**src/hdl/pofs_pkg.sv**
```systemverilog
// constants, register map and carrier types for the partner operation supervisor
// assumes a 20 MHz clock and a plain address/strobe register port
// Summary of operation
// - single operation: both units enabled and feeding, tie switch open
// - both loads below connect threshold: start linking after configured delay
// - linking: tracking off, match dc voltages, close tie, one unit off
// - no match in time: tracking back on, retry matching after delay
// - deactivating or self-ack fault in single operation: healthy unit off too
// - self-ack fault: voltages match, close tie, restart healthy unit
// - voltages still differ after time: restart healthy unit, retry after delay
// - permanent deactivating fault: skip comparison, close tie, restart healthy unit
// - manual ack in fault-linked operation moves to normal linked operation
// - night picks next active unit; applied when both leave night
// - linked load above disconnect threshold: go to single operation
// - active unit in linked operation alternates day by day
// - linking completes only if voltage difference below maximum parameter
// - fault messages only while unit is switched on, else fault free
// - deactivating fault opens output contactor and dc input switch
// - deactivating fault auto-acks after time unless dc voltage dropped
// - at most 3 restart attempts, then latched permanent shutdown
// - attempt counter cleared after configured fault-free run time
// - latched deactivating fault clears by reset or manual ack, regenerates
// - self-ack fault opens contactor only, restarts when cause gone
// - self-ack fault clears by manual ack or reset, regenerates if persisting
// - signalling fault touches nothing, clears with cause, regenerates after ack
// - leaving linked: running unit off, then tie open, then both on
package pofs_pkg;
  localparam int unsigned CLK_HZ      = 20_000_000;
  localparam int unsigned TICK_MS     = 100;
  localparam int unsigned TICK_CYCLES = CLK_HZ / 1000 * TICK_MS;
  localparam logic [1:0]  MAX_ATTEMPTS = 2'h3;
  localparam int unsigned CTRL_ACK_BIT = 0;

  localparam logic [3:0] OFS_CTRL     = 4'h0;
  localparam logic [3:0] OFS_CONN_THR = 4'h1;
  localparam logic [3:0] OFS_DISC_THR = 4'h2;
  localparam logic [3:0] OFS_MAX_DV   = 4'h3;
  localparam logic [3:0] OFS_CONN_DLY = 4'h4;
  localparam logic [3:0] OFS_MATCH_T  = 4'h5;
  localparam logic [3:0] OFS_MATCH_RT = 4'h6;
  localparam logic [3:0] OFS_FMATCH_T = 4'h7;
  localparam logic [3:0] OFS_FRETRY   = 4'h8;
  localparam logic [3:0] OFS_ACK_T    = 4'h9;
  localparam logic [3:0] OFS_RUN_CLR  = 4'ha;
  localparam logic [3:0] OFS_STATUS   = 4'hb;
  localparam logic [3:0] OFS_FAULT    = 4'hc;

  typedef struct packed {
    logic [15:0] conn_thr, disc_thr, max_dv, conn_dly, match_t, match_rt;
    logic [15:0] fmatch_t, fretry, ack_t, run_clr;
  } pofs_cfg_s;

  localparam pofs_cfg_s CFG_RST = '{16'h0028, 16'h0050, 16'h000a, 16'h0064, 16'h0032,
                                    16'h0064, 16'h0032, 16'h0064, 16'h0032, 16'h2328};

  typedef enum logic [3:0] {
    SEQ_SINGLE, SEQ_CONN_DLY, SEQ_MATCH, SEQ_BACKOFF, SEQ_LINKED, SEQ_SEP_OFF,
    SEQ_SEP_OPEN, SEQ_FLT_OFF, SEQ_FLT_CMP, SEQ_FLT_TIE, SEQ_FLT_RETRY, SEQ_FLT_LINKED
  } pofs_seq_e;

  typedef struct packed {
    logic [1:0][7:0]  load;
    logic [1:0][11:0] vdc;
    logic [1:0]       deact_cause, sa_cause, sig_cause, dc_drop, night;
  } pofs_plant_s;

  typedef struct packed {
    logic [1:0] run_en, mppt_en, output_contactor, dc_input_switch;
    logic [1:0] deact_flag, perm_flag, sa_flag, sig_flag;
    logic       tie_close;
  } pofs_out_s;
endpackage : pofs_pkg

```
**src/hdl/pofs_supervisor.sv**
```systemverilog
// partner operation and fault supervisor for two grid inverter units
// plant inputs are asynchronous and pass two flops; index 0/1 names the unit;
// power off-on is rst_i, manual acknowledgement is a write to the control register
`timescale 1ns/1ps
module pofs_supervisor #(
  parameter int unsigned TICK_CYCLES = pofs_pkg::TICK_CYCLES
) (
  input  wire logic                  clk_i,
  input  wire logic                  rst_i,
  input  wire logic [3:0]            addr_i,
  input  wire logic [31:0]           wdata_i,
  input  wire logic                  wr_i,
  input  wire logic                  rd_i,
  output logic      [31:0]           rdata_o,
  input  wire pofs_pkg::pofs_plant_s plant_i,
  output pofs_pkg::pofs_out_s        ctl_o
);
  import pofs_pkg::*;

  typedef struct packed {
    pofs_plant_s      sy1;
    pofs_plant_s      sy2;
    pofs_cfg_s        cfg;
    pofs_seq_e        seq;
    logic [15:0]      tmr;
    logic             fside;
    logic             active;
    logic             sel_next;
    logic             night_seen;
    logic [1:0]       deact;
    logic [1:0]       perm;
    logic [1:0]       sa;
    logic [1:0]       sig;
    logic [1:0]       drop_seen;
    logic [1:0][1:0]  attempts;
    logic [1:0][15:0] ack_tmr;
    logic [1:0][15:0] run_tmr;
    logic [31:0]      tick_cnt;
    logic             tick;
    logic [31:0]      rdata;
    pofs_out_s        out;
  } pofs_state_s;

  pofs_state_s q_q;
  pofs_state_s q_d;

  function automatic logic [1:0] pofs_onehot(input logic s);
    return s ? 2'b10 : 2'b01;
  endfunction : pofs_onehot

  function automatic logic pofs_vmatch(input logic [11:0] a,
                                       input logic [11:0] b,
                                       input logic [15:0] lim);
    logic [11:0] d;
    d = (a > b) ? (a - b) : (b - a);
    return {4'h0, d} < lim;
  endfunction : pofs_vmatch

  function automatic logic pofs_expired(input logic [15:0] t, input logic [15:0] lim);
    return t >= lim;
  endfunction : pofs_expired

  pofs_plant_s p;
  logic        ack;
  logic        low_load;
  logic [1:0]  faulty;
  logic        f;
  logic        h;

  assign p        = q_q.sy2;
  assign ack      = wr_i && (addr_i == OFS_CTRL) && wdata_i[CTRL_ACK_BIT];
  assign low_load = ({8'h00, p.load[0]} < q_q.cfg.conn_thr) &&
                    ({8'h00, p.load[1]} < q_q.cfg.conn_thr);
  assign faulty   = q_q.deact | q_q.sa;
  assign f        = q_q.fside;
  assign h        = ~q_q.fside;

  always_comb begin
    q_d     = q_q;
    q_d.sy1 = plant_i;
    q_d.sy2 = q_q.sy1;

    // coarse timebase keeps the 16-bit timers good for hours
    q_d.tick = 1'b0;
    if (q_q.tick_cnt >= TICK_CYCLES - 1) begin
      q_d.tick_cnt = '0;
      q_d.tick     = 1'b1;
    end else begin
      q_d.tick_cnt = q_q.tick_cnt + 32'h1;
    end

    if (wr_i) begin
      case (addr_i)
        OFS_CONN_THR: q_d.cfg.conn_thr = wdata_i[15:0];
        OFS_DISC_THR: q_d.cfg.disc_thr = wdata_i[15:0];
        OFS_MAX_DV:   q_d.cfg.max_dv   = wdata_i[15:0];
        OFS_CONN_DLY: q_d.cfg.conn_dly = wdata_i[15:0];
        OFS_MATCH_T:  q_d.cfg.match_t  = wdata_i[15:0];
        OFS_MATCH_RT: q_d.cfg.match_rt = wdata_i[15:0];
        OFS_FMATCH_T: q_d.cfg.fmatch_t = wdata_i[15:0];
        OFS_FRETRY:   q_d.cfg.fretry   = wdata_i[15:0];
        OFS_ACK_T:    q_d.cfg.ack_t    = wdata_i[15:0];
        OFS_RUN_CLR:  q_d.cfg.run_clr  = wdata_i[15:0];
        default: ;
      endcase
    end

    q_d.rdata = '0;
    if (rd_i) begin
      case (addr_i)
        OFS_CONN_THR: q_d.rdata = {16'h0000, q_q.cfg.conn_thr};
        OFS_DISC_THR: q_d.rdata = {16'h0000, q_q.cfg.disc_thr};
        OFS_MAX_DV:   q_d.rdata = {16'h0000, q_q.cfg.max_dv};
        OFS_CONN_DLY: q_d.rdata = {16'h0000, q_q.cfg.conn_dly};
        OFS_MATCH_T:  q_d.rdata = {16'h0000, q_q.cfg.match_t};
        OFS_MATCH_RT: q_d.rdata = {16'h0000, q_q.cfg.match_rt};
        OFS_FMATCH_T: q_d.rdata = {16'h0000, q_q.cfg.fmatch_t};
        OFS_FRETRY:   q_d.rdata = {16'h0000, q_q.cfg.fretry};
        OFS_ACK_T:    q_d.rdata = {16'h0000, q_q.cfg.ack_t};
        OFS_RUN_CLR:  q_d.rdata = {16'h0000, q_q.cfg.run_clr};
        OFS_STATUS:   q_d.rdata = {20'h00000, q_q.seq, q_q.out.tie_close,
                                   q_q.night_seen, q_q.sel_next, q_q.active,
                                   q_q.fside, 3'h0};
        OFS_FAULT:    q_d.rdata = {16'h0000,
                                   2'h0, q_q.attempts[1], q_q.perm[1], q_q.deact[1],
                                   q_q.sa[1], q_q.sig[1],
                                   2'h0, q_q.attempts[0], q_q.perm[0], q_q.deact[0],
                                   q_q.sa[0], q_q.sig[0]};
        default:      q_d.rdata = '0;
      endcase
    end

    for (int i = 0; i < 2; i++) begin
      // new faults are only seen on a unit that is sequenced on
      if (!p.sig_cause[i] || ack) begin
        q_d.sig[i] = 1'b0;
      end
      if (p.sig_cause[i] && q_q.out.run_en[i]) begin
        q_d.sig[i] = 1'b1;
      end

      if (!p.sa_cause[i] || ack) begin
        q_d.sa[i] = 1'b0;
      end
      if (p.sa_cause[i] && q_q.out.run_en[i]) begin
        q_d.sa[i] = 1'b1;
      end

      if (q_q.deact[i] && !q_q.perm[i]) begin
        if (p.dc_drop[i]) begin
          q_d.drop_seen[i] = 1'b1;
        end
        if (q_q.tick) begin
          q_d.ack_tmr[i] = q_q.ack_tmr[i] + 16'h1;
        end
        if (pofs_expired(q_q.ack_tmr[i], q_q.cfg.ack_t)) begin
          // a deep dc sag during the fault forbids the automatic restart
          if (q_q.drop_seen[i] || p.dc_drop[i]) begin
            q_d.perm[i] = 1'b1;
          end else begin
            q_d.deact[i]    = 1'b0;
            q_d.attempts[i] = q_q.attempts[i] + 2'h1;
          end
        end
      end

      if (ack) begin
        q_d.deact[i]    = 1'b0;
        q_d.perm[i]     = 1'b0;
        q_d.attempts[i] = 2'h0;
      end

      if (p.deact_cause[i] && q_q.out.run_en[i] && !q_q.deact[i]) begin
        q_d.deact[i]     = 1'b1;
        q_d.ack_tmr[i]   = '0;
        q_d.drop_seen[i] = 1'b0;
        if (q_q.attempts[i] == MAX_ATTEMPTS) begin
          q_d.perm[i] = 1'b1;
        end
      end

      if (q_q.out.output_contactor[i] && q_q.attempts[i] != 2'h0 && !q_q.deact[i]) begin
        if (q_q.tick) begin
          q_d.run_tmr[i] = q_q.run_tmr[i] + 16'h1;
        end
        if (pofs_expired(q_q.run_tmr[i], q_q.cfg.run_clr)) begin
          q_d.attempts[i] = 2'h0;
          q_d.run_tmr[i]  = '0;
        end
      end else begin
        q_d.run_tmr[i] = '0;
      end
    end

    // one decision per night, applied when both units wake up
    if (p.night == 2'b11 && !q_q.night_seen) begin
      q_d.night_seen = 1'b1;
      q_d.sel_next   = ~q_q.active;
    end else if (p.night == 2'b00 && q_q.night_seen) begin
      q_d.night_seen = 1'b0;
      q_d.active     = q_q.sel_next;
    end

    if (q_q.tick) begin
      q_d.tmr = q_q.tmr + 16'h1;
    end

    case (q_q.seq)
      SEQ_SINGLE, SEQ_CONN_DLY, SEQ_MATCH, SEQ_BACKOFF: begin
        if (|faulty) begin
          q_d.fside = faulty[1];
          q_d.seq   = SEQ_FLT_OFF;
          q_d.tmr   = '0;
        end else if (!low_load) begin
          if (q_q.seq != SEQ_SINGLE) begin
            q_d.seq = SEQ_SINGLE;
            q_d.tmr = '0;
          end
        end else if (q_q.seq == SEQ_SINGLE) begin
          q_d.seq = SEQ_CONN_DLY;
          q_d.tmr = '0;
        end else if (q_q.seq == SEQ_CONN_DLY) begin
          if (pofs_expired(q_q.tmr, q_q.cfg.conn_dly)) begin
            q_d.seq = SEQ_MATCH;
            q_d.tmr = '0;
          end
        end else if (q_q.seq == SEQ_MATCH) begin
          if (pofs_vmatch(p.vdc[0], p.vdc[1], q_q.cfg.max_dv)) begin
            q_d.seq = SEQ_LINKED;
            q_d.tmr = '0;
          end else if (pofs_expired(q_q.tmr, q_q.cfg.match_t)) begin
            q_d.seq = SEQ_BACKOFF;
            q_d.tmr = '0;
          end
        end else if (pofs_expired(q_q.tmr, q_q.cfg.match_rt)) begin
          q_d.seq = SEQ_MATCH;
          q_d.tmr = '0;
        end
      end
      SEQ_LINKED: begin
        if (faulty[q_q.active] && !faulty[~q_q.active]) begin
          q_d.active = ~q_q.active;
        end else if ({8'h00, p.load[q_q.active]} > q_q.cfg.disc_thr) begin
          q_d.seq = SEQ_SEP_OFF;
          q_d.tmr = '0;
        end
      end
      SEQ_SEP_OFF: begin
        if (q_q.tick) begin
          q_d.seq = SEQ_SEP_OPEN;
          q_d.tmr = '0;
        end
      end
      SEQ_SEP_OPEN: begin
        if (q_q.tick) begin
          q_d.seq = SEQ_SINGLE;
          q_d.tmr = '0;
        end
      end
      SEQ_FLT_OFF: begin
        q_d.seq = q_q.perm[f] ? SEQ_FLT_TIE : SEQ_FLT_CMP;
        q_d.tmr = '0;
      end
      SEQ_FLT_CMP: begin
        if (!faulty[f]) begin
          q_d.seq = SEQ_SINGLE;
          q_d.tmr = '0;
        end else if (pofs_vmatch(p.vdc[0], p.vdc[1], q_q.cfg.max_dv)) begin
          q_d.seq = SEQ_FLT_TIE;
          q_d.tmr = '0;
        end else if (pofs_expired(q_q.tmr, q_q.cfg.fmatch_t)) begin
          q_d.seq = SEQ_FLT_RETRY;
          q_d.tmr = '0;
        end
      end
      SEQ_FLT_TIE: begin
        q_d.seq = SEQ_FLT_LINKED;
        q_d.tmr = '0;
      end
      SEQ_FLT_RETRY: begin
        if (!faulty[f]) begin
          q_d.seq = SEQ_SINGLE;
          q_d.tmr = '0;
        end else if (pofs_expired(q_q.tmr, q_q.cfg.fretry)) begin
          q_d.seq = SEQ_FLT_OFF;
          q_d.tmr = '0;
        end
      end
      SEQ_FLT_LINKED: begin
        if (ack) begin
          q_d.active = h;
          q_d.seq    = SEQ_LINKED;
          q_d.tmr    = '0;
        end
      end
      default: begin
        q_d.seq = SEQ_SINGLE;
        q_d.tmr = '0;
      end
    endcase

    // the faulty unit keeps its enable so a cleared fault can restart it
    case (q_d.seq)
      SEQ_SINGLE, SEQ_CONN_DLY, SEQ_BACKOFF, SEQ_FLT_RETRY: begin
        q_d.out.run_en    = 2'b11;
        q_d.out.mppt_en   = 2'b11;
        q_d.out.tie_close = 1'b0;
      end
      SEQ_MATCH: begin
        q_d.out.run_en    = 2'b11;
        q_d.out.mppt_en   = 2'b00;
        q_d.out.tie_close = 1'b0;
      end
      SEQ_LINKED: begin
        q_d.out.run_en    = pofs_onehot(q_d.active);
        q_d.out.mppt_en   = pofs_onehot(q_d.active);
        q_d.out.tie_close = 1'b1;
      end
      SEQ_SEP_OFF: begin
        q_d.out.run_en    = 2'b00;
        q_d.out.mppt_en   = 2'b00;
        q_d.out.tie_close = 1'b1;
      end
      SEQ_SEP_OPEN: begin
        q_d.out.run_en    = 2'b00;
        q_d.out.mppt_en   = 2'b00;
        q_d.out.tie_close = 1'b0;
      end
      SEQ_FLT_OFF, SEQ_FLT_CMP: begin
        q_d.out.run_en    = pofs_onehot(q_d.fside);
        q_d.out.mppt_en   = 2'b00;
        q_d.out.tie_close = 1'b0;
      end
      SEQ_FLT_TIE: begin
        q_d.out.run_en    = pofs_onehot(q_d.fside);
        q_d.out.mppt_en   = 2'b00;
        q_d.out.tie_close = 1'b1;
      end
      SEQ_FLT_LINKED: begin
        q_d.out.run_en    = 2'b11;
        q_d.out.mppt_en   = pofs_onehot(~q_d.fside);
        q_d.out.tie_close = 1'b1;
      end
      default: begin
        q_d.out.run_en    = 2'b00;
        q_d.out.mppt_en   = 2'b00;
        q_d.out.tie_close = 1'b0;
      end
    endcase

    q_d.out.output_contactor = q_d.out.run_en & ~q_d.deact & ~q_d.sa;
    q_d.out.dc_input_switch  = ~q_d.deact;
    q_d.out.deact_flag       = q_d.deact & q_d.out.run_en;
    q_d.out.perm_flag        = q_d.perm & q_d.out.run_en;
    q_d.out.sa_flag          = q_d.sa & q_d.out.run_en;
    q_d.out.sig_flag         = q_d.sig & q_d.out.run_en;
  end

  always_ff @(posedge clk_i) begin
    if (rst_i) begin
      q_q     <= '0;
      q_q.cfg <= CFG_RST;
    end else begin
      q_q <= q_d;
    end
  end

  assign rdata_o = q_q.rdata;
  assign ctl_o   = q_q.out;
endmodule : pofs_supervisor

```
**config.mk**
```make
export PLATFORM = sky130hd
export DESIGN_NAME = pofs_supervisor
export DESIGN_NICKNAME = d
export VERILOG_FILES = /design/src/hdl/pofs_pkg.sv /design/src/hdl/pofs_supervisor.sv
export SDC_FILE = /design/constraint.sdc
export NUM_CORES = 1
export LEC_CHECK = 0
export BUFFER_PORTS_ARGS = -buffer_cell sky130_fd_sc_hd__buf_2
export CORE_MARGIN = 2
export CORE_UTILIZATION = 25
export CTS_CLUSTER_SIZE = 25
export DETAILED_ROUTE_END_ITERATION = 8
export PLACE_DENSITY = 0.4
export SLEW_MARGIN = 20
export SYNTH_ARGS = -nofsm -noshare
export SYNTH_HDL_FRONTEND = slang
export SYNTH_SLANG_ARGS = --single-unit
```
**constraint.sdc**
```tcl
create_clock -name clk_i -period 13.65 [get_ports clk_i]
set_clock_uncertainty 0.05 [all_clocks]
set_input_delay 2.73 -clock clk_i [delete_from_list [all_inputs] [get_ports clk_i]]
set_output_delay 2.73 -clock clk_i [all_outputs]
set_load 0.01 [all_outputs]
```
Word level (Yosys, flattened, before mapping):

Index checks and enable logic that the tools add are counted.
W data, S select, Z words.

* output and inout bits: 49
* register bits: 444

* reduce and logical (&&, ||, !) cells: 69
* bitwise operators: 14
* order comparisons: 18
* equal/unequal tests: 36
* $add $sub $neg: 10
* muxes and demuxes: 92

Operator list (count)
* $mux W20: 20
* $pmux W16 S12: 1
* $pmux W20 S9: 1
* $ge A16 B16 Y1: 9
* $add A16 B1 Y16 const B: 5
* $eq A4 B4 Y1 const B: 13
* $mux W1: 49
* $eq A4 B3 Y1 const B: 11
* $add A32 B1 Y32 const B: 1
* $ge A32 B21 Y1 const B: 1
* $lt A8 B16 Y1: 2
* $mux W2: 15
* $reduce_and A2 Y1: 14
* $eq A4 B2 Y1 const B: 6
* $sub A12 B12 Y12: 2
* $logic_and A1 B1 Y1: 20
* $pmux W4 S5: 1
* $gt A8 B16 Y1: 1
* $lt A12 B16 Y1: 1
* $mux W16: 1
* $mux W8: 2
* $and A2 B2 Y2: 6
* $eq A4 B1 Y1 const B: 3
* $gt A12 B12 Y1: 1
* 17 further kinds: 53

Depth between registers and ports, before layout:

Gate-level depths: netlist of the first run.

* word-level depth: 15
* mapped depth: 25

Worst setup path before layout of the first run:

OpenSTA, ideal clock, no wires.

* kind: flip-flop to flip-flop
* from: register q_q, in the netlist p[10]
* to: register q_q, in the netlist ctl_o[12]
* library setup time: 104 ps
* path slack: 8272 ps
* buffers on the path: 1
* stages on the path, launching flop included: 25
* arrival time: 5225 ps
* period minus slack after synthesis: 5378 ps
* cells stage by stage: dfxtp_1 -> inv_1 -> ha_1 -> inv_1 -> fa_1 -> a21o_1 -> a21o_1 -> a2111oi_1 -> o21ai_0 -> nand2_1 -> buf_2 -> a21oi_1 -> a21oi_1 -> o21ai_0 -> xnor2_1 -> ha_1 -> and2_1 -> a221oi_1 -> o21ai_0 -> a31o_2 -> a211oi_1 -> nor4_1 -> o41ai_1 -> a211oi_2 -> a2111oi_2

* cells in the longest elaborated chain, start to end: 15
* elaborated cells between the ends (all ways): 29
* classes of those cells: add/sub (2); order compare (2); eq/ne (9); mux (11); bitwise (2); reduce/logical (3)

RTL lines
* from (decl): RTL line pofs_supervisor.sv:44 `pofs_state_s q_q;`
* from (signal assigned): RTL line pofs_supervisor.sv:364 `q_q <= q_d;`
* $sub A12 B12 Y12 or $gt A12 B12 Y1 (tied branches): RTL line pofs_supervisor.sv:55 `d = (a > b) ? (a - b) : (b - a);`
* $mux W12 (*): RTL line pofs_supervisor.sv:55
* $lt A12 B16 Y1 (*): RTL line pofs_supervisor.sv:56 `return {4'h0, d} < lim;`
* $mux W20: RTL line pofs_supervisor.sv:228 `if (pofs_vmatch(p.vdc[0], p.vdc[1], q_q.cfg.max_dv)) begin`
* $mux W20: RTL line pofs_supervisor.sv:227 `end else if (q_q.seq == SEQ_MATCH) begin`
* $mux W20: RTL line pofs_supervisor.sv:222 `end else if (q_q.seq == SEQ_CONN_DLY) begin`
* $mux W20: RTL line pofs_supervisor.sv:219 `end else if (q_q.seq == SEQ_SINGLE) begin`
* $mux W20: RTL line pofs_supervisor.sv:214 `end else if (!low_load) begin`
* $mux W20: RTL line pofs_supervisor.sv:210 `if (|faulty) begin`
* $pmux W20 S9 (*): RTL line pofs_supervisor.sv:208 `case (q_q.seq)`
* $eq A4 B1 Y1 (tied with other cells): RTL line pofs_supervisor.sv:303 `case (q_d.seq)`
* $reduce_or A4 Y1 or $reduce_or A3 Y1 (tied branches)
* $pmux W4 S5 (*): RTL line pofs_supervisor.sv:303
* $and A2 B2 Y2 (*) (2 in series): RTL line pofs_supervisor.sv:351 `q_d.out.output_contactor = q_d.out.run_en & ~q_d.deact & ~q_d.sa;`

Mark *: on every way between the ends. The rest lies on a longest branch, timed or not.
A chain may end at the register's enable or synchronous reset.

Final worst setup path of the first run:

* from: register q_q, in the netlist p[10]
* to: register q_q, in the netlist ctl_o[7]

* cells in the longest elaborated chain, start to end: 14
* elaborated cells between the ends (all ways): 28
* classes of those cells: add/sub (2); order compare (2); eq/ne (9); mux (11); bitwise (1); reduce/logical (3)

RTL lines
* $sub A12 B12 Y12 or $gt A12 B12 Y1 (tied branches): RTL line pofs_supervisor.sv:55
* $mux W12 (*): RTL line pofs_supervisor.sv:55
* $lt A12 B16 Y1 (*): RTL line pofs_supervisor.sv:56
* $mux W20: RTL line pofs_supervisor.sv:228
* $mux W20: RTL line pofs_supervisor.sv:227
* $mux W20: RTL line pofs_supervisor.sv:222
* $mux W20: RTL line pofs_supervisor.sv:219
* $mux W20: RTL line pofs_supervisor.sv:214
* $mux W20: RTL line pofs_supervisor.sv:210
* $pmux W20 S9 (*): RTL line pofs_supervisor.sv:208
* $eq A4 B1 Y1 (tied with other cells): RTL line pofs_supervisor.sv:303
* $reduce_or A4 Y1 or $reduce_or A3 Y1 (tied branches)
* $pmux W4 S5 (*): RTL line pofs_supervisor.sv:303
* $and A2 B2 Y2 (*): RTL line pofs_supervisor.sv:353 `q_d.out.deact_flag = q_d.deact & q_d.out.run_en;`

Marks and branches as above.

==> results of run 1 <==
==> layout by cell type, fill, tap and decap left out, types with 16 or more instances in the layout <==
cell and instances:
nor3_1 29, buf_2 105, nor2_1 189, xnor2_1 30, nand2b_1 21, a22o_1 31, and2_1 23, a31oi_1 28
xor2_1 57, dfxtp_1 428, conb_1 27, a221oi_1 38, o211ai_1 52, o21ai_0 64, ha_1 211, inv_1 196
a22oi_1 36, nand2_1 392, clkbuf_16 51, and3_1 40, buf_4 21, a211oi_1 23, a21oi_1 194, nor2b_1 116
mux2i_1 16, nand4_1 32, nand3_1 42, a21o_1 37
==> power by group through the flow <==
| stage | combinational [W] | clock [W] | sequential, W |
|---|---|---|---|
| finish | 0.000377 | 0.00136 | 0.00133 |
| CTS | 0.000376 | 0.00140 | 0.00133 |
| detailed placement | 0.000374 | 0 | 0.00136 |
| global route | 0.000416 | 0.00145 | 0.00133 |
| floorplan | 0.000282 | 0 | 0.00133 |
| global placement | 0.000369 | 0 | 0.00136 |
==> metal layers <==
layer,vias up,routed length (µm)
met2,556,33300
li1,9213,-
met3,122,4370
met4,2,2630
met5,-,13
met1,9004,35000
==> layout make-up <==
type,count,area share (%)
clock buffer,69,5.52
clock inverter,19,0.906
inverter,197,2.91
multi-input combinational,1891,48.5
sequential,428,33.7
tap,1165,5.73
timing repair buffer,127,2.74
==> path summary, 6_finish.rpt <==
check / cells past startpoint / endpoint / slack (ns) / startpoint
max: 23 / ctl_o[7]$_SDFF_PP0_ / 6.79 / p[10]$_SDFF_PP0_
min: 1 / p[28]$_SDFF_PP0_ / 0.38 / q_d[372]$_SDFF_PP0_
max reg2reg: 23 / ctl_o[7]$_SDFF_PP0_ / 6.79 / p[10]$_SDFF_PP0_
min reg2reg: 1 / p[28]$_SDFF_PP0_ / 0.38 / q_d[372]$_SDFF_PP0_
==> critical path, stage by stage, from the launching register on <==
cell and delay [ns]:
dfxtp_1 0.31, inv_1 0.05, ha_1 0.14, inv_1 0.06
fa_1 0.38, a21o_1 0.19, a21o_1 0.19, a2111oi_1 0.64
o21ai_0 0.38, nand2_1 0.55, mux2_2 0.40, a21oi_1 0.12
o21ai_0 0.11, xnor2_1 0.17, ha_1 0.27, and2_1 0.14
o2111ai_1 0.11, o21ai_0 0.24, a31o_2 0.29, a211oi_1 0.11
nor4_1 0.68, o41ai_1 0.18, mux2i_1 0.75, a211oi_1 0.18
==> per-stage QoR <==
stage / hold WS [ns] / utilization, % / cells / power (W)
after floorplan: 0.364 / - / 2696 / 0.00161
after global routing: 0.400 / 28.7 / 3896 / 0.00320
after global placement: 0.373 / 26.8 / 3808 / 0.00173
final: 0.378 / 28.7 / 3896 / 0.00307
after CTS: 0.383 / 28.7 / 3896 / 0.00311
after detailed placement: 0.374 / 26.8 / 3808 / 0.00173
==> cells by family after synthesis <==
logic type	synth area share, %
compound gates	17.8
xor+xnor	3.41
fa+ha+maj	12.0
buf+inv	7.20
flops	38.4
mux	1.22
other cells	0.0168
simple gates	20.0
==> sequential cells by signal (all words and copies together), names as in the netlist <==
| register | flops |
|---|---|
| ctl_o | 17 |
| q_q | 294 |
| f | 1 |
| rdata_o | 16 |
| q_d | 50 |
| p | 50 |
==> impl_results.md, run 1 <==
* Pwr Density at ~120 nW/µm²
* H-Tree Depth at 2
* Top_reg_cell synth: dfxtp_1
* Vias in the first global route at 18.4k
* CTS tree: built
* Pre-CTS setup slack at just under 7 ns
* Post-CTS setup buffer count at 0
* GRT busiest layer: met2
* Row count at around 110
* Ys async rst share at 0%
* Final setup viols at 0
* Distinct cells, synth at between 80 and 90
* Data required, critical path at approximately 14 ns
* Mapped Cells at ~2.7k
* Post-placement cell area at about 24,000 µm²
* Pin count of the biggest net entering global routing at 83
* Status: complete, but fails checks
* Unrepaired setup endpoints after global routing: no
* Via count at roughly 19k
* Cell Int Power at 0.00223 W
* Width of the chip at a little over 300 µm
* GR Util met1 at a little over a fifth
* Yosys warns at 0
* Multi-input gate area at roughly 12,000 µm²
* Hold_buf cts at 0
* First-pass DRT Iterations at 8
* Starting Density at roughly a quarter
* Max-cap viol count at 0
* Port bufs at 106
* Post-synth EDFFs at 0
* Switching portion of total power at a little over a quarter
* Synth top area share at between 30% and 40%
* Slew HR at a little under a third
* HPWL after DPL at 56.7 mm
* Nets at between 2k and 3k
* Core box area at 88,500 µm²
* Failing checks: DRC
* Diodes inserted at 0
* Yosys reg bits at approximately 430
* Die height at 303 µm
* Routability-driven placement congestion ratio at 0.894
* TritonCTS Buffers at 49
* Initial antenna violation count at 2
* Post-CTS sizing at 0
* Hold Path Class: flip-flop to flip-flop
* Share of layout cells above drive strength 1 at ~9%
* Clk pwr share at 44.4%
* Drt drc at 10
* Grt ovf at 0
* Initial DRC Count at around 1.6k
* Setup ws final at between 6 and 7 ns
* Final Hold Violating Endpoints at 0
* Worst-case clock buffer depth at 3
* DIE AREA at between 90,000 and 100,000 µm²
* Flop pwr share at a little over two fifths
* Count leader, synth: dfxtp_1
* Max Fclk at approximately 150 MHz
* Routed Antenna Nets at 0
* CP max FO at 14
* Sink Count at 428
* Met3 Use GR at 2.92%
* Worst setup SP type: flip-flop
* Sequential cell area at 8570 µm²
* Root buf cell: clkbuf_16
* Via density at between 4 and 5
* GR Layer Usage met2 at a little over a quarter
* Post-Syn Area per Cell at approximately 8.4 µm²
* Worst-path clk slew at about 0.060 ns
* Post-synth top cells: dfxtp_1, nand2_1, ha_1
* Crit path kind: flip-flop to flip-flop
* Switch Pwr at 0.000838 W
* Drt total wl at around 75 mm
* Fin area at approximately 25,000 µm²
* Critical Path End Type: flip-flop
* GRT Overall Usage at ~16%
* Leak at around 10 nW
* Syn-to-layout area delta at 13.8%
* Wire per inst at 19.3 µm
* Ports at 139
* Setup TNS at 0 ns
* Comb power frac at around an eighth
* Seq/Total Area, Yosys at around two fifths
* First-pass GRT wire length at roughly 110 mm
* Synth area leader: dfxtp_1
* Skew-Pair Late Insertion Delay at around 0.6 ns
* Max-slew violations at 0
* Slew @ Worst Pin at between 1 and 1.5 ns
* Synth area leaders: dfxtp_1, ha_1, nand2_1, a21oi_1, inv_1
* Worst Path Arrival at 7.24 ns
* Synthesized area at between 20,000 and 25,000 µm²
* VDD IR max at between 80 and 90 µV
* Period utilization at about half
* Final critical-path required period at slightly below 7 ns
* Fillers at about 9.5k
No activity file was read; power rests on OpenSTA's default activity.
==> run 2, diff against run 1 <==
Settings changed: PLACE_DENSITY 0.4 to 0.41.
Clock period 13.65 ns to 5.6 ns, I/O delays scaled along.
==> impl_results.md, run 2 (synthesized netlist as in run 1, its figures left out) <==
* Hold_buf cts at 0
* RR Startpoint: p[10]$_SDFF_PP0_
* Max Fclk at between 150 and 200 MHz
* Nets at between 3k and 4k
* Worst reg2reg setup slack at between 0.2 and 0.25 ns
* PnR Total Power at 0.00784 W
* Worst Path Arrival at 5.79 ns
* HPWL after DPL at around 58 mm
* Port bufs at roughly 110
* Metal2 WL at ~34 mm
* Max-cap viol count at 0
* Most frequent cells in the layout: dfxtp_1, nand2_1, ha_1
* DIE AREA at slightly above 90,000 µm²
* Setup TNS at 0 ns
* Worst path bufs/invs at 6
* CP max FO at 6
* Slew HR at roughly a fifth
* Core box area at between 80,000 and 90,000 µm²
* Data required, critical path at around 6 ns
* GRT Overall Usage at between 10% and 20%
* CTS tree: built
* Ports at about 140
* Width of the chip at 303 µm
* Pin count of the biggest net entering global routing at between 70 and 80
* Sink Count at 428
* CP top delay family: compound AO/OA/AOI/OAI gates
* Starting Density at 25.2%
* Worst-path clk slew at around 0.06 ns
* Period utilization at a little over nine tenths
* Routed wire length on met3 at between 4 and 5 mm
* Pwr Density at around 300 nW/µm²
* Drt total wl at between 70 and 80 mm
* First-pass DRT Iterations at 9
* Grt ovf at 0
* Root buf cell: clkbuf_16
* Worst reg2reg endpoint: ctl_o[11]$_SDFF_PP0_
* VDD IR max at about 190 µV
* Die height at just over 300 µm
* Setup ws final at ~0.23 ns
* Biggest cell delay along the critical path at 0.37 ns
* Top layer in use: met5
* Wire per inst at about 19 µm
* Most flop-heavy register: q_q
* Fin area at roughly 26,000 µm²
* Row count at 109
* First-pass GRT wire length at 114 mm
* TritonCTS Buffers at 49
* Final critical-path required period at between 5 and 6 ns
* Commonest non-fill, non-tap cell in the layout: dfxtp_1
* H-Tree Depth at 2
* Vias in the first global route at around 18k
* Pre-CTS setup slack at -0.266 ns
* Via density at between 4 and 5
* WHS Path Cells at 1
* Slew @ Worst Pin at about 1.2 ns
* Max-slew violations at 0
* Worst-case clock buffer depth at 3
* R2R cell count at 26
* Final setup viols at 0
* Hold Path Class: flip-flop to flip-flop
* Post-placement cell area at ~24,000 µm²
* Status: complete, but fails checks
* Drt drc at 24
* Worst setup SP type: flip-flop
* Failing checks: DRC
* Crit path kind: flip-flop to flip-flop
* Most Frequent Cell on Critical Path: buf_4
* Worst Hold Path EP: p[9]$_SDFF_PP0_
* Share of layout cells above drive strength 1 at between 10 and 15%
* Initial DRC Count at about 1.5k
* Critical-path top delay cell: fa_2
* Via count at 19.2k
* Routed Antenna Nets at 0
* Skew-Pair Late Insertion Delay at ~0.61 ns
* Leak at 10.3 nW
* Hold_sp: q_d[353]$_SDFF_PP0_
* Syn-to-layout area delta at 16.7%
* Initial antenna violation count at 3
* M1 WL at ~36 mm
* Util after Layout at between 20% and 30%
* Routability-driven placement congestion ratio at 0.896
* Number of flip-flops in the largest register at 294
* Critical Path End Type: flip-flop
* Final Hold Violating Endpoints at 0
## run 2: cell count changes in the layout (fill, tap and decap cells not counted), moves of 3 or more
cell        delta
a211oi_1       -3
buf_4         +41
bufinv_16      +3
clkbuf_1       -8
clkinv_4       +3
clkinvlp_4     +6
o21ai_0        -4
## run 2: repair_timing
action	in CTS	in global routing
hold endpoints to repair	0	0
setup endpoints to repair	14	26
gates resized for setup	7	33
buffers inserted	0	7
pin swaps	1	20
## run 2: per-stage QoR
step,cells,hold slack [ns]
final,3943,0.382
after global placement,3844,0.378
after global routing,3942,0.404
after detailed placement,3844,0.371
after floorplan,2696,0.364
after CTS,3935,0.385
## run 2: area by class of cell
class | instances | area (µm²)
fillers | 9382 | 62400
well taps | 1165 | 1460
clock buffers | 59 | 1320
repair buffers | 170 | 1040
flip-flops and latches | 428 | 8570
clock inverters | 32 | 423
inverters | 197 | 739
multi-input cells | 1891 | 12500
diodes | 1 | 2.50
## run 2: per-layer routing
metal / vias to the layer above / global-route usage, %
li1: 9325 / -
met4: 2 / 5.83
met2: 563 / 25.8
met3: 125 / 2.86
met1: 9174 / 22.4
met5: - / 0
## run 2: how the worst max path moves through the flow
| stage | from | to | depth (start not counted) |
|---|---|---|---|
| 4_1_cts | p[10]$_SDFF_PP0_ | ctl_o[7]$_SDFF_PP0_ | 26 |
| 5_1_grt | p[10]$_SDFF_PP0_ | ctl_o[11]$_SDFF_PP0_ | 26 |
| 6_report | p[10]$_SDFF_PP0_ | ctl_o[11]$_SDFF_PP0_ | 26 |
| 2_1_floorplan | p[10]$_SDFF_PP0_ | ctl_o[12]$_SDFF_PP0_ | 24 |
| 3_5_place_dp | p[10]$_SDFF_PP0_ | ctl_o[12]$_SDFF_PP0_ | 24 |
| 3_3_place_gp | p[10]$_SDFF_PP0_ | ctl_o[12]$_SDFF_PP0_ | 24 |
## run 2: worst register-to-register path, stage by stage, from the launching register on
cell and delay [ns]:
dfxtp_1 0.31, inv_1 0.06, ha_1 0.13, inv_1 0.07, fa_2 0.37, a21o_1 0.18, a21o_1 0.19, a2111oi_4 0.31
buf_4 0.17, o21ai_2 0.06, nand2_2 0.15, mux2i_2 0.26, o21a_1 0.16, nand3_2 0.09, xnor2_2 0.15, ha_1 0.31
buf_4 0.14, a221oi_2 0.25, o21ai_1 0.14, a31o_2 0.30, buf_4 0.16, o2111ai_1 0.10, a22o_2 0.28, and2_4 0.22
mux2i_1 0.33, buf_4 0.21, a21oi_1 0.08
## run 2: power by group
group | leakage [nW] | switching [W] | internal, W
clock network | 0.840 | 0.00143 | 0.00207
registers | 3.48 | 0.0000993 | 0.00314
logic | 6.00 | 0.000654 | 0.000447
total | 10.3 | 0.00218 | 0.00566
